File: src/rtl/pde_pkg.sv
// Constants shared by the port D and port E pin override logic.
package pde_pkg;
	localparam int unsigned PORT_W = 8;
	// Port E pin positions.
	localparam int unsigned E_DIVIDED_CLOCK_PIN = 7;
	localparam int unsigned E_SDO = 6;
	localparam int unsigned E_SDA = 5;
	localparam int unsigned E_SCL = 4;
	localparam int unsigned E_CMP_NEG = 3;
	localparam int unsigned E_XCK = 2;
	localparam int unsigned E_TXD = 1;
	localparam int unsigned E_RXD = 0;
	// Port D pin positions.
	localparam int unsigned D_IRQ0 = 1;
	localparam int unsigned D_CAPT = 0;
	// Port F pins whose pull-ups the debug port keeps on.
	localparam logic [7:0] F_DEBUG_PULLUP_MASK = 8'hB0;
	// Reset values of the registered outputs.
	localparam logic [7:0] RESET_BYTE = 8'h00;
	localparam logic RESET_BIT = 1'b0;
endpackage

File: src/rtl/pde_override_bank.sv
// Eight pin override cells that merge port settings with peripheral overrides.
`timescale 1ns/1ps
module pde_override_bank
(
	input wire logic global_pullup_disable,
	input wire logic [7:0] port_dir,
	input wire logic [7:0] port_out,
	input wire logic [7:0] pullup_override_enable,
	input wire logic [7:0] pullup_override_value,
	input wire logic [7:0] direction_override_enable,
	input wire logic [7:0] direction_override_value,
	input wire logic [7:0] value_override_enable,
	input wire logic [7:0] value_override_value,
	input wire logic [7:0] input_enable_override_enable,
	input wire logic [7:0] input_enable_override_value,
	output logic [7:0] pin_out,
	output logic [7:0] pin_oe,
	output logic [7:0] pin_pullup,
	output logic [7:0] pin_in_en
);
	// ----------------------------------------
	// Per-pin merge
	// ----------------------------------------
	// Pure logic, no reset: overrides must hold while the device is in reset.
	genvar i;
	generate
		for (i = 0; i < 8; i++)
		begin : g_pin
			always_comb
			begin
				if (pullup_override_enable[i])
					pin_pullup[i] = pullup_override_value[i];
				else
					pin_pullup[i] = port_out[i] & ~port_dir[i] & ~global_pullup_disable;
				if (direction_override_enable[i])
					pin_oe[i] = direction_override_value[i];
				else
					pin_oe[i] = port_dir[i];
				if (value_override_enable[i])
					pin_out[i] = value_override_value[i];
				else
					pin_out[i] = port_out[i];
				if (input_enable_override_enable[i])
					pin_in_en[i] = input_enable_override_value[i];
				else
					pin_in_en[i] = 1'b1;
			end
		end
	endgenerate
endmodule

File: src/rtl/pde_pin_override.sv
// Alternate function override logic for port D and port E pins.
`timescale 1ns/1ps

// What this block does
// - Programmed clock-output fuse drives E7 as output with divided clock.
// - Divided clock on E7 stays active during reset when fuse programmed.
// - Serial port clock on E2 is output when direction bit set.
// - Serial port clock pin function only in synchronous mode.
// - Receiver enabled forces E0 to input and routes it to receiver.
// - Forced-input E0 pull-up follows its output bit, unless pull-ups disabled.
// - Transmitter enabled forces E1 output with transmit data, pull-up off.
// - D1 feeds external interrupt 0; enabled interrupt forces input buffer on.
// - D0 feeds timer capture, with no overrides.
// - Port E pins are pin-change sources; mask and group enable force input.
// - E3 and E2 feed comparator inputs without direction overrides; E2 takes output/pull-up overrides as sync clock.
// - Comparator digital-disable turns input off unless pin-change enabled.
// - Three-wire mode drives E6 with serial data output, direction unchanged.
// - Two-wire mode takes E5 direction, pull-up off, output value zero while its direction bit is set.
// - Two-wire mode takes E4 clock direction, drives zero, toggle strobe.
// - Start-detect interrupt enable forces E5 and E4 input buffers on.
// - Debug port keeps F7, F5, F4 pull-ups on, also in reset.
module pde_pin_override
(
	input wire logic sys_clk,
	input wire logic reset_n,
	// Port D pins and port bits.
	input wire logic [7:0] port_d_pin_in,
	output logic [7:0] port_d_pin_out,
	output logic [7:0] port_d_pin_oe,
	output logic [7:0] port_d_pullup,
	output logic [7:0] port_d_in_en,
	input wire logic [7:0] port_d_dir,
	input wire logic [7:0] port_d_out,
	// Port E pins and port bits.
	input wire logic [7:0] port_e_pin_in,
	output logic [7:0] port_e_pin_out,
	output logic [7:0] port_e_pin_oe,
	output logic [7:0] port_e_pullup,
	output logic [7:0] port_e_in_en,
	output logic [7:0] port_e_toggle,
	input wire logic [7:0] port_e_dir,
	input wire logic [7:0] port_e_out,
	input wire logic global_pullup_disable,
	// Clock output.
	input wire logic clock_out_fuse,
	input wire logic io_clock,
	// Serial port.
	input wire logic receiver_on,
	input wire logic transmitter_on,
	input wire logic transmit_data,
	input wire logic serial_sync_mode,
	input wire logic sync_serial_clock_out,
	output logic receive_data_in,
	output logic sync_serial_clock_in,
	// Serial interface.
	input wire logic three_wire_mode_active,
	input wire logic two_wire_mode_active,
	input wire logic serial_data_out,
	input wire logic clock_hold_low,
	input wire logic clock_toggle_strobe,
	input wire logic start_detect_irq_enable,
	output logic serial_in_pin,
	output logic serial_if_clock_pin,
	// Interrupts, timer and comparator.
	input wire logic ext_irq0_enable,
	output logic ext_irq0_input,
	output logic timer_capture_input,
	input wire logic [7:0] pin_change_mask_bit,
	input wire logic pin_change_group_enable,
	output logic [7:0] pin_change_input,
	output logic [7:0] pin_change_event,
	input wire logic comp_pos_input_disable,
	input wire logic comp_neg_input_disable,
	// Digital readback of both ports.
	output logic [7:0] port_d_read,
	output logic [7:0] port_e_read,
	// Debug port pull-ups on port F.
	input wire logic debug_port_enable,
	output logic [7:0] port_f_pullup_force
);
	logic [7:0] e_pullup_override_enable;
	logic [7:0] e_pullup_override_value;
	logic [7:0] e_direction_override_enable;
	logic [7:0] e_direction_override_value;
	logic [7:0] e_value_override_enable;
	logic [7:0] e_value_override_value;
	logic [7:0] e_input_enable_override_enable;
	logic [7:0] e_input_enable_override_value;
	logic [7:0] d_input_enable_override_enable;
	logic [7:0] d_input_enable_override_value;
	logic [7:0] pc_enabled;
	logic xck_out_en;
	logic [15:0] pin_sync;
	logic [7:0] d_digital;
	logic [7:0] e_digital;
	logic [7:0] next_pin_change_event;

	// ----------------------------------------
	// Pin-change enables
	// ----------------------------------------
	assign pc_enabled = pin_change_mask_bit & {8{pin_change_group_enable}};

	// The clock pin drives the serial clock only in synchronous mode and with its direction bit set.
	assign xck_out_en = serial_sync_mode & port_e_dir[pde_pkg::E_XCK];

	// ----------------------------------------
	// Port E pull-up overrides
	// ----------------------------------------
	always_comb
	begin
		e_pullup_override_enable = '0;
		e_pullup_override_value = '0;
		e_pullup_override_enable[pde_pkg::E_SDA] = two_wire_mode_active;
		e_pullup_override_value[pde_pkg::E_SDA] = 1'b0;
		e_pullup_override_enable[pde_pkg::E_XCK] = xck_out_en;
		e_pullup_override_value[pde_pkg::E_XCK] = 1'b0;
		e_pullup_override_enable[pde_pkg::E_TXD] = transmitter_on;
		e_pullup_override_value[pde_pkg::E_TXD] = 1'b0;
		e_pullup_override_enable[pde_pkg::E_RXD] = receiver_on;
		e_pullup_override_value[pde_pkg::E_RXD] = port_e_out[pde_pkg::E_RXD] & ~global_pullup_disable;
	end

	// ----------------------------------------
	// Port E direction overrides
	// ----------------------------------------
	// Comparator pins carry no direction override at all.
	always_comb
	begin
		e_direction_override_enable = '0;
		e_direction_override_value = '0;
		e_direction_override_enable[pde_pkg::E_DIVIDED_CLOCK_PIN] = clock_out_fuse;
		e_direction_override_value[pde_pkg::E_DIVIDED_CLOCK_PIN] = 1'b1;
		e_direction_override_enable[pde_pkg::E_SDA] = two_wire_mode_active;
		e_direction_override_value[pde_pkg::E_SDA] = (~serial_data_out | port_e_out[pde_pkg::E_SDA])
			& port_e_dir[pde_pkg::E_SDA];
		e_direction_override_enable[pde_pkg::E_SCL] = two_wire_mode_active;
		e_direction_override_value[pde_pkg::E_SCL] = (clock_hold_low | port_e_out[pde_pkg::E_SCL])
			& port_e_dir[pde_pkg::E_SCL];
		e_direction_override_enable[pde_pkg::E_TXD] = transmitter_on;
		e_direction_override_value[pde_pkg::E_TXD] = 1'b1;
		e_direction_override_enable[pde_pkg::E_RXD] = receiver_on;
		e_direction_override_value[pde_pkg::E_RXD] = 1'b0;
	end

	// ----------------------------------------
	// Port E value overrides
	// ----------------------------------------
	// The clock output is a straight gate path so it keeps running through reset.
	always_comb
	begin
		e_value_override_enable = '0;
		e_value_override_value = '0;
		e_value_override_enable[pde_pkg::E_DIVIDED_CLOCK_PIN] = clock_out_fuse;
		e_value_override_value[pde_pkg::E_DIVIDED_CLOCK_PIN] = io_clock;
		e_value_override_enable[pde_pkg::E_SDO] = three_wire_mode_active;
		e_value_override_value[pde_pkg::E_SDO] = serial_data_out;
		e_value_override_enable[pde_pkg::E_SDA] = two_wire_mode_active & port_e_dir[pde_pkg::E_SDA];
		e_value_override_value[pde_pkg::E_SDA] = 1'b0;
		e_value_override_enable[pde_pkg::E_SCL] = two_wire_mode_active & port_e_dir[pde_pkg::E_SCL];
		e_value_override_value[pde_pkg::E_SCL] = 1'b0;
		e_value_override_enable[pde_pkg::E_XCK] = xck_out_en;
		e_value_override_value[pde_pkg::E_XCK] = sync_serial_clock_out;
		e_value_override_enable[pde_pkg::E_TXD] = transmitter_on;
		e_value_override_value[pde_pkg::E_TXD] = transmit_data;
	end

	// ----------------------------------------
	// Port E input buffer overrides
	// ----------------------------------------
	always_comb
	begin
		e_input_enable_override_enable = pc_enabled;
		e_input_enable_override_value = 8'hFF;
		e_input_enable_override_enable[pde_pkg::E_SDA] = pc_enabled[pde_pkg::E_SDA] | start_detect_irq_enable;
		e_input_enable_override_enable[pde_pkg::E_SCL] = pc_enabled[pde_pkg::E_SCL] | start_detect_irq_enable;
		// A pin-change source keeps the buffer alive despite the disable bit.
		e_input_enable_override_enable[pde_pkg::E_CMP_NEG] = pc_enabled[pde_pkg::E_CMP_NEG] | comp_neg_input_disable;
		e_input_enable_override_value[pde_pkg::E_CMP_NEG] = pc_enabled[pde_pkg::E_CMP_NEG];
		e_input_enable_override_enable[pde_pkg::E_XCK] = pc_enabled[pde_pkg::E_XCK] | comp_pos_input_disable;
		e_input_enable_override_value[pde_pkg::E_XCK] = pc_enabled[pde_pkg::E_XCK];
	end

	// ----------------------------------------
	// Port D input buffer overrides
	// ----------------------------------------
	// Only the interrupt pin has an override; capture and D3..D2 stay plain.
	always_comb
	begin
		d_input_enable_override_enable = '0;
		d_input_enable_override_value = '0;
		d_input_enable_override_enable[pde_pkg::D_IRQ0] = ext_irq0_enable;
		d_input_enable_override_value[pde_pkg::D_IRQ0] = ext_irq0_enable;
	end

	// ----------------------------------------
	// Pin cells
	// ----------------------------------------
	pde_override_bank u_bank_e
	(
		.global_pullup_disable(global_pullup_disable),
		.port_dir(port_e_dir),
		.port_out(port_e_out),
		.pullup_override_enable(e_pullup_override_enable),
		.pullup_override_value(e_pullup_override_value),
		.direction_override_enable(e_direction_override_enable),
		.direction_override_value(e_direction_override_value),
		.value_override_enable(e_value_override_enable),
		.value_override_value(e_value_override_value),
		.input_enable_override_enable(e_input_enable_override_enable),
		.input_enable_override_value(e_input_enable_override_value),
		.pin_out(port_e_pin_out),
		.pin_oe(port_e_pin_oe),
		.pin_pullup(port_e_pullup),
		.pin_in_en(port_e_in_en)
	);

	// Port D has no pull-up, direction or value override on any pin.
	pde_override_bank u_bank_d
	(
		.global_pullup_disable(global_pullup_disable),
		.port_dir(port_d_dir),
		.port_out(port_d_out),
		.pullup_override_enable(8'h00),
		.pullup_override_value(8'h00),
		.direction_override_enable(8'h00),
		.direction_override_value(8'h00),
		.value_override_enable(8'h00),
		.value_override_value(8'h00),
		.input_enable_override_enable(d_input_enable_override_enable),
		.input_enable_override_value(d_input_enable_override_value),
		.pin_out(port_d_pin_out),
		.pin_oe(port_d_pin_oe),
		.pin_pullup(port_d_pullup),
		.pin_in_en(port_d_in_en)
	);

	// The clock pin toggle request goes to the port register; only in two-wire use.
	always_comb
	begin
		port_e_toggle = '0;
		port_e_toggle[pde_pkg::E_SCL] = two_wire_mode_active & clock_toggle_strobe;
	end

	// Not held by reset, so the debug pull-ups survive a reset.
	assign port_f_pullup_force = pde_pkg::F_DEBUG_PULLUP_MASK & {8{debug_port_enable}};

	// ----------------------------------------
	// Input path
	// ----------------------------------------
	pde_sync u_sync
	(
		.sys_clk(sys_clk),
		.reset_n(reset_n),
		.async_in({port_e_pin_in, port_d_pin_in}),
		.sync_out(pin_sync)
	);

	// A disabled input buffer reads as zero, which also keeps analog pins quiet.
	assign d_digital = pin_sync[7:0] & port_d_in_en;
	assign e_digital = pin_sync[15:8] & port_e_in_en;

	always_ff @(posedge sys_clk or negedge reset_n)
	begin
		if (!reset_n)
		begin
			port_d_read <= pde_pkg::RESET_BYTE;
			port_e_read <= pde_pkg::RESET_BYTE;
		end
		else
		begin
			port_d_read <= d_digital;
			port_e_read <= e_digital;
		end
	end

	// ----------------------------------------
	// Peripheral inputs
	// ----------------------------------------
	always_ff @(posedge sys_clk or negedge reset_n)
	begin
		if (!reset_n)
		begin
			ext_irq0_input <= pde_pkg::RESET_BIT;
			timer_capture_input <= pde_pkg::RESET_BIT;
		end
		else
		begin
			ext_irq0_input <= d_digital[pde_pkg::D_IRQ0];
			timer_capture_input <= d_digital[pde_pkg::D_CAPT];
		end
	end

	always_ff @(posedge sys_clk or negedge reset_n)
	begin
		if (!reset_n)
		begin
			receive_data_in <= pde_pkg::RESET_BIT;
			sync_serial_clock_in <= pde_pkg::RESET_BIT;
		end
		else
		begin
			receive_data_in <= e_digital[pde_pkg::E_RXD];
			// Outside synchronous mode the clock pin feeds nothing.
			sync_serial_clock_in <= serial_sync_mode & e_digital[pde_pkg::E_XCK];
		end
	end

	always_ff @(posedge sys_clk or negedge reset_n)
	begin
		if (!reset_n)
		begin
			serial_in_pin <= pde_pkg::RESET_BIT;
			serial_if_clock_pin <= pde_pkg::RESET_BIT;
		end
		else
		begin
			serial_in_pin <= e_digital[pde_pkg::E_SDA];
			serial_if_clock_pin <= e_digital[pde_pkg::E_SCL];
		end
	end

	// ----------------------------------------
	// Pin-change detection
	// ----------------------------------------
	// One cycle per level change of an enabled source; a source enabled while its
	// buffer was off may report one change as the buffer comes up.
	assign next_pin_change_event = (e_digital ^ pin_change_input) & pc_enabled;

	always_ff @(posedge sys_clk or negedge reset_n)
	begin
		if (!reset_n)
		begin
			pin_change_input <= pde_pkg::RESET_BYTE;
			pin_change_event <= pde_pkg::RESET_BYTE;
		end
		else
		begin
			pin_change_input <= e_digital;
			pin_change_event <= next_pin_change_event;
		end
	end
endmodule

File: src/rtl/pde_sync.sv
// Two-flop synchroniser for the pin inputs.
`timescale 1ns/1ps
module pde_sync
(
	input wire logic sys_clk,
	input wire logic reset_n,
	input wire logic [15:0] async_in,
	output logic [15:0] sync_out
);
	logic [15:0] stage1;

	// ----------------------------------------
	// Per-bit synchroniser
	// ----------------------------------------
	// The first stage feeds only the second one, to keep metastability contained.
	genvar i;
	generate
		for (i = 0; i < 16; i++)
		begin : g_bit
			always_ff @(posedge sys_clk or negedge reset_n)
			begin
				if (!reset_n)
				begin
					stage1[i] <= pde_pkg::RESET_BIT;
					sync_out[i] <= pde_pkg::RESET_BIT;
				end
				else
				begin
					stage1[i] <= async_in[i];
					sync_out[i] <= stage1[i];
				end
			end
		end
	endgenerate
endmodule

File: config.mk
export PLATFORM = sky130hd
export DESIGN_NAME = pde_pin_override
export DESIGN_NICKNAME = d
export VERILOG_FILES = /design/src/rtl/pde_pkg.sv /design/src/rtl/pde_override_bank.sv /design/src/rtl/pde_pin_override.sv /design/src/rtl/pde_sync.sv
export SDC_FILE = /design/constraint.sdc
export NUM_CORES = 1
export LEC_CHECK = 0
export ABC_AREA = 1
export BUFFER_PORTS_ARGS = -buffer_cell sky130_fd_sc_hd__buf_2
export CORE_UTILIZATION = 42
export DETAILED_ROUTE_END_ITERATION = 12
export PLACE_DENSITY = 0.8
export RECOVER_POWER = 25
export SETUP_SLACK_MARGIN = 0.15
export SYNTH_ARGS = -nofsm -noshare
export SYNTH_HDL_FRONTEND = slang
export SYNTH_HIERARCHICAL = 1
export SYNTH_SLANG_ARGS = --single-unit
File: constraint.sdc
create_clock -name sys_clk -period 0.95 [get_ports sys_clk]
set_input_delay 0.19 -clock sys_clk [delete_from_list [all_inputs] [get_ports sys_clk]]
set_output_delay 0.19 -clock sys_clk [all_outputs]
set_load 0.05 [all_outputs]
==> results of run 1 <==
[logic make-up after synthesis]
group	share of synthesized area, %
other cells	0.257
compound gates	7.35
buf+inv	18.6
flops	48.7
simple gates	25.1
[synth_stat cells]
library cell    n
nand2_4         2
inv_2           6
nand3_1         8
conb_1          2
nand2_1       132
o21a_1          1
buf_6           3
nor2_1         40
inv_1          74
o21ai_0        32
nor2_2          2
a21oi_1         8
a21boi_0        1
or2_1           2
buf_4          28
dfrtp_1        57
[per-stage QoR]
step	setup WS, ns	cell area [µm²]
CTS	-0.191	6510
detailed placement	-0.284	4740
global placement	-0.277	4740
floorplan	-0.118	4080
[repair_timing]
action                                  in CTS
hold buffers                                17
endpoints found under the setup margin      92
resized for setup                          404
hold endpoints to repair                    73
cloned                                       2
pin swaps                                   79
buffers inserted                            10
==> impl_metrics.py, run 1 <==
metrics = {
    "die": {
        "rows": 30,
        "io_pins": 195,
        "die_height_um": 85.5,
        "die_w_um": 85.5,
        "start_util_pct": 43.3,
    },
    "status": {
        "outcome": "aborted with a tool error",
        "error": "[ERROR DPL-0038] Utilization greater than 100%, impossible to legalize",
        "lastStage": "global routing (5_1_grt)",
    },
    "cts": {
        "cts_buffers": 9,
        "root_buffer": "clkbuf_8",
        "cts.sinks": 57,
        "htree_levels": 3,
        "clock_path_buffers": 2,
    },
    "placement": {
        "portBuffers": 165,
        "gp_congestion": 0.747,
        "dpl.hpwl_um": 5830,
        "dp_cells": 757,
    },
    "synthesis": {
        "yosysUniqueCellTypes": 16,
        "synth_top_cell_by_area": "dfrtp_1",
        "yosys_warnings": 6,
        "synth_area_per_cell_um2": 7.35,
        "synth_top_area_share_pct": 48.7,
        "synth-seq-area-share_pct": 48.7,
        "ys_ff_latch": 57,
        "syn_area_um2": 2930,
        "synth_top_cells_by_area": "dfrtp_1 (49%), nand2_1 (17%), inv_1 (9.5%), buf_4 (7.2%), o21ai_0 (5.5%)",
        "postSynthCellCount": 398,
    },
    "sta": {
        "worstEpCategory": "primary output",
        "worst_endpoint": "port_e_read[5]",
    },
    "global_route": {
        "grt_max_degree": 58,
    },
}
==> run 2: changes to the inputs <==
--- a/config.mk
+++ b/config.mk
@@ -7,11 +7,10 @@
 export LEC_CHECK = 0
 export ABC_AREA = 1
 export BUFFER_PORTS_ARGS = -buffer_cell sky130_fd_sc_hd__buf_2
-export CORE_UTILIZATION = 42
+export CORE_UTILIZATION = 40
 export DETAILED_ROUTE_END_ITERATION = 12
-export PLACE_DENSITY = 0.8
+export PLACE_DENSITY_LB_ADDON = 0.15
 export RECOVER_POWER = 25
-export SETUP_SLACK_MARGIN = 0.15
 export SYNTH_ARGS = -nofsm -noshare
 export SYNTH_HDL_FRONTEND = slang
 export SYNTH_HIERARCHICAL = 1
==> impl_metrics.py, run 2 <==
metrics = {
    "global_route": {
        "grt-ovfl-total": 0,
        "grt_use_met1_pct": 19.6,
        "gr-max-usage-layer": "met2",
        "grt_pass1_vias": 2904,
        "grtUsageTotal_pct": 20.3,
        "grt_pass1_wl_um": 11900,
        "use_met2_pct": 39.9,
        "grt_use_met3_pct": 5.75,
        "grt_max_degree": 58,
        "antenna_found_initial": 0,
    },
    "pwr": {
        "power_mw": 7.30,
        "p_leak_nw": 3.14,
        "comb_power_share_pct": 37.1,
        "pwr-share-clk_pct": 26.7,
        "intPower_mw": 4.55,
        "sequentialPowerShare_pct": 36.2,
        "p_sw_mw": 2.76,
        "swShare_pct": 37.8,
        "power_density_nw_per_um2": 1350,
        "vdd_drop_max_mv": 0.609,
    },
    "setup_path": {
        "crit_arrival_ns": 0.93,
        "crit_slowest_cell": "dfrtp_2",
        "endpoint_kind": "output port",
        "cp-start-kind": "register",
        "path_max_fanout": 4,
        "worst-setup-path-type": "reg2out",
        "critPathMaxStageDelay_ns": 0.44,
        "cp.required_ns": 0.76,
        "path_cells": "buf_6",
        "cp_top_family": "flip-flops",
        "worst-path-buf-inv": 1,
    },
    "die": {
        "die_height_um": 87.5,
        "die_w_um": 87.5,
        "io_pins": 195,
        "rows": 30,
        "dieArea_um2": 7660,
        "core_area_um2": 6940,
        "start_util_pct": 42.1,
    },
    "placement": {
        "post-place-ws_ns": -0.262,
        "dpl.hpwl_um": 5430,
        "gp_congestion": 0.773,
        "portBuffers": 165,
    },
    "layout": {
        "layout.nets": 794,
        "nFillCells": 488,
        "layout-drive-gt1-share_pct": 40.0,
        "final_cell_mix": "conb_1 (139), nand2_1 (111), buf_2 (89)",
        "final_common_cell": "conb_1",
        "largestRegisters": "u_sync/stage1 x16, u_sync/sync_out x16",
        "diodes": 0,
        "area_growth_pct": 85.0,
    },
    "synthesis": {
        "yosys_warnings": 6,
        "yosysMostFrequentCell": "nand2_1",
        "yosysUniqueCellTypes": 16,
        "synth-seq-area-share_pct": 48.7,
        "ys_ff_latch": 57,
        "synth_async_sr_flop_share_pct": 100,
        "synth_top_cell_by_area": "dfrtp_1",
        "synth_area_per_cell_um2": 7.35,
        "syn_area_um2": 2930,
        "synth_top_cells_by_area": "dfrtp_1 (49%), nand2_1 (17%), inv_1 (9.5%), buf_4 (7.2%), o21ai_0 (5.5%)",
        "synth_top_area_share_pct": 48.7,
        "postSynthCellCount": 398,
        "ys.flop_type": "dfrtp_1",
        "synth_edf_count": 0,
        "synth_commonest_cells": "nand2_1 (132), inv_1 (74), dfrtp_1 (57)",
    },
    "job": {
        "cap_viol_max_count": 0,
    },
    "hold_path": {
        "min_path_type": "in2reg",
    },
    "routing": {
        "drc": 0,
        "viasPerCell": 3.88,
        "routedWlPerCell_um": 9.53,
        "dr.first_iter.drc_count": 65,
        "vias": 3172,
        "drtAntennaViolNets": 0,
        "wl_um": 7800,
        "first_pass_iters": 4,
    },
    "sta": {
        "timing.fmax_ghz": 0.896,
        "relSlewSlack_pct": 61.5,
        "maxSlewViolCount": 0,
        "finalWorstSetupSlack_ns": -0.166,
        "fin_crit_sh_pct": 117,
        "hold_viol_final": 0,
        "clock_skew_ns": 0.00460,
        "hold_slack_ns": 0.134,
        "rsz0062_at_grt": "true",
        "tightest_slew_ns": 0.576,
        "setup_viol": 40,
        "finalCriticalPeriod_ns": 1.12,
    },
    "cts": {
        "cts_buffers": 9,
        "clk_pin_slew_ns": 0.06,
        "cts_tree": "done",
        "root_buffer": "clkbuf_8",
        "htree_levels": 3,
        "clock_latency_ns": 0.32,
        "cts.sinks": 57,
        "clock_path_buffers": 2,
    },
    "status": {
        "violations": "setup timing",
        "outcome": "finished, violations left",
    },
}
-- run 2: cell counts after synthesis --
Identical to the previous run, type by type.
-- run 2: final timing paths --
path | start | end | slack [ns] | depth (start not counted)
min in group asynchronous | reset_n | u_sync/sync_out[0] | 0.42 | 3
hold reg to reg | u_sync/stage1[1] | u_sync/sync_out[1] | 0.35 | 0
setup reg to reg | port_e_read[3] | pin_change_event[3] | 0.05 | 4
max in group asynchronous | reset_n | port_e_read[1] | 0.26 | 3
setup / recovery | port_e_read[5] | serial_in_pin | -0.17 | 1
hold / removal | ext_irq0_enable | port_d_read[1] | 0.13 | 4
-- run 2: per-layer routing --
| metal | part of all wire [%] | routed length (µm) |
|---|---|---|
| met4 | 1.4 | 113 |
| met5 | 0 | 0 |
| met3 | 7.9 | 615 |
| met1 | 36 | 2770 |
| met2 | 55 | 4300 |
-- run 2: layout make-up --
cell class / instances / area, µm² / share of cell area [%]
Timing Repair Buffer: 202 / 1670 / 30.9
Sequential cell: 57 / 1440 / 26.6
Clock inverter: 2 / 12.5 / 0.231
Multi-Input combinational cell: 367 / 1710 / 31.5
Inverter: 80 / 300 / 5.55
Clock buffer: 14 / 163 / 3.00
Tap cell: 96 / 120 / 2.22
-- run 2: cell families (layout without fill, tap and decap cells) --
family	Yosys count	count (layout)	synth area share (%)
compound gates	42	42	7.35
buf+inv	111	298	18.6
other cells	2	139	0.257
simple gates	186	186	25.1
flops	57	57	48.7
-- run 2: through the flow --
stage | TNS, ns | instances | instance area [µm²] | util [%]
floorplan | -0.407 | 535 | 3690 | -
global placement | -4.27 | 775 | 4430 | 63.7
detailed placement | -4.73 | 775 | 4430 | 63.7
CTS | -5.55 | 817 | 5250 | 75.6
global route | -6.45 | 818 | 5420 | 78.0
finish | -4.96 | 818 | 5420 | 78.0
-- run 2: timing repair --
| item | in CTS | in global routing |
|---|---|---|
| buffers inserted | 9 | 1 |
| pin swaps | 9 | 7 |
| gates resized for setup | 131 | 49 |
| endpoints found under the hold margin | 73 | 0 |
| setup endpoints to repair | 62 | 63 |
| hold buffers | 17 | 0 |
-- run 2: power by group through the flow --
stage | sequential (mW) | clock, mW | combinational (mW)
floorplan | 2.90 | 0 | 1.59
global placement | 2.66 | 0 | 2.22
detailed placement | 2.67 | 0 | 2.24
CTS | 2.64 | 2.01 | 2.58
global route | 2.66 | 2.13 | 2.88
finish | 2.65 | 1.95 | 2.71
No activity file was read; power rests on OpenSTA's default activity.
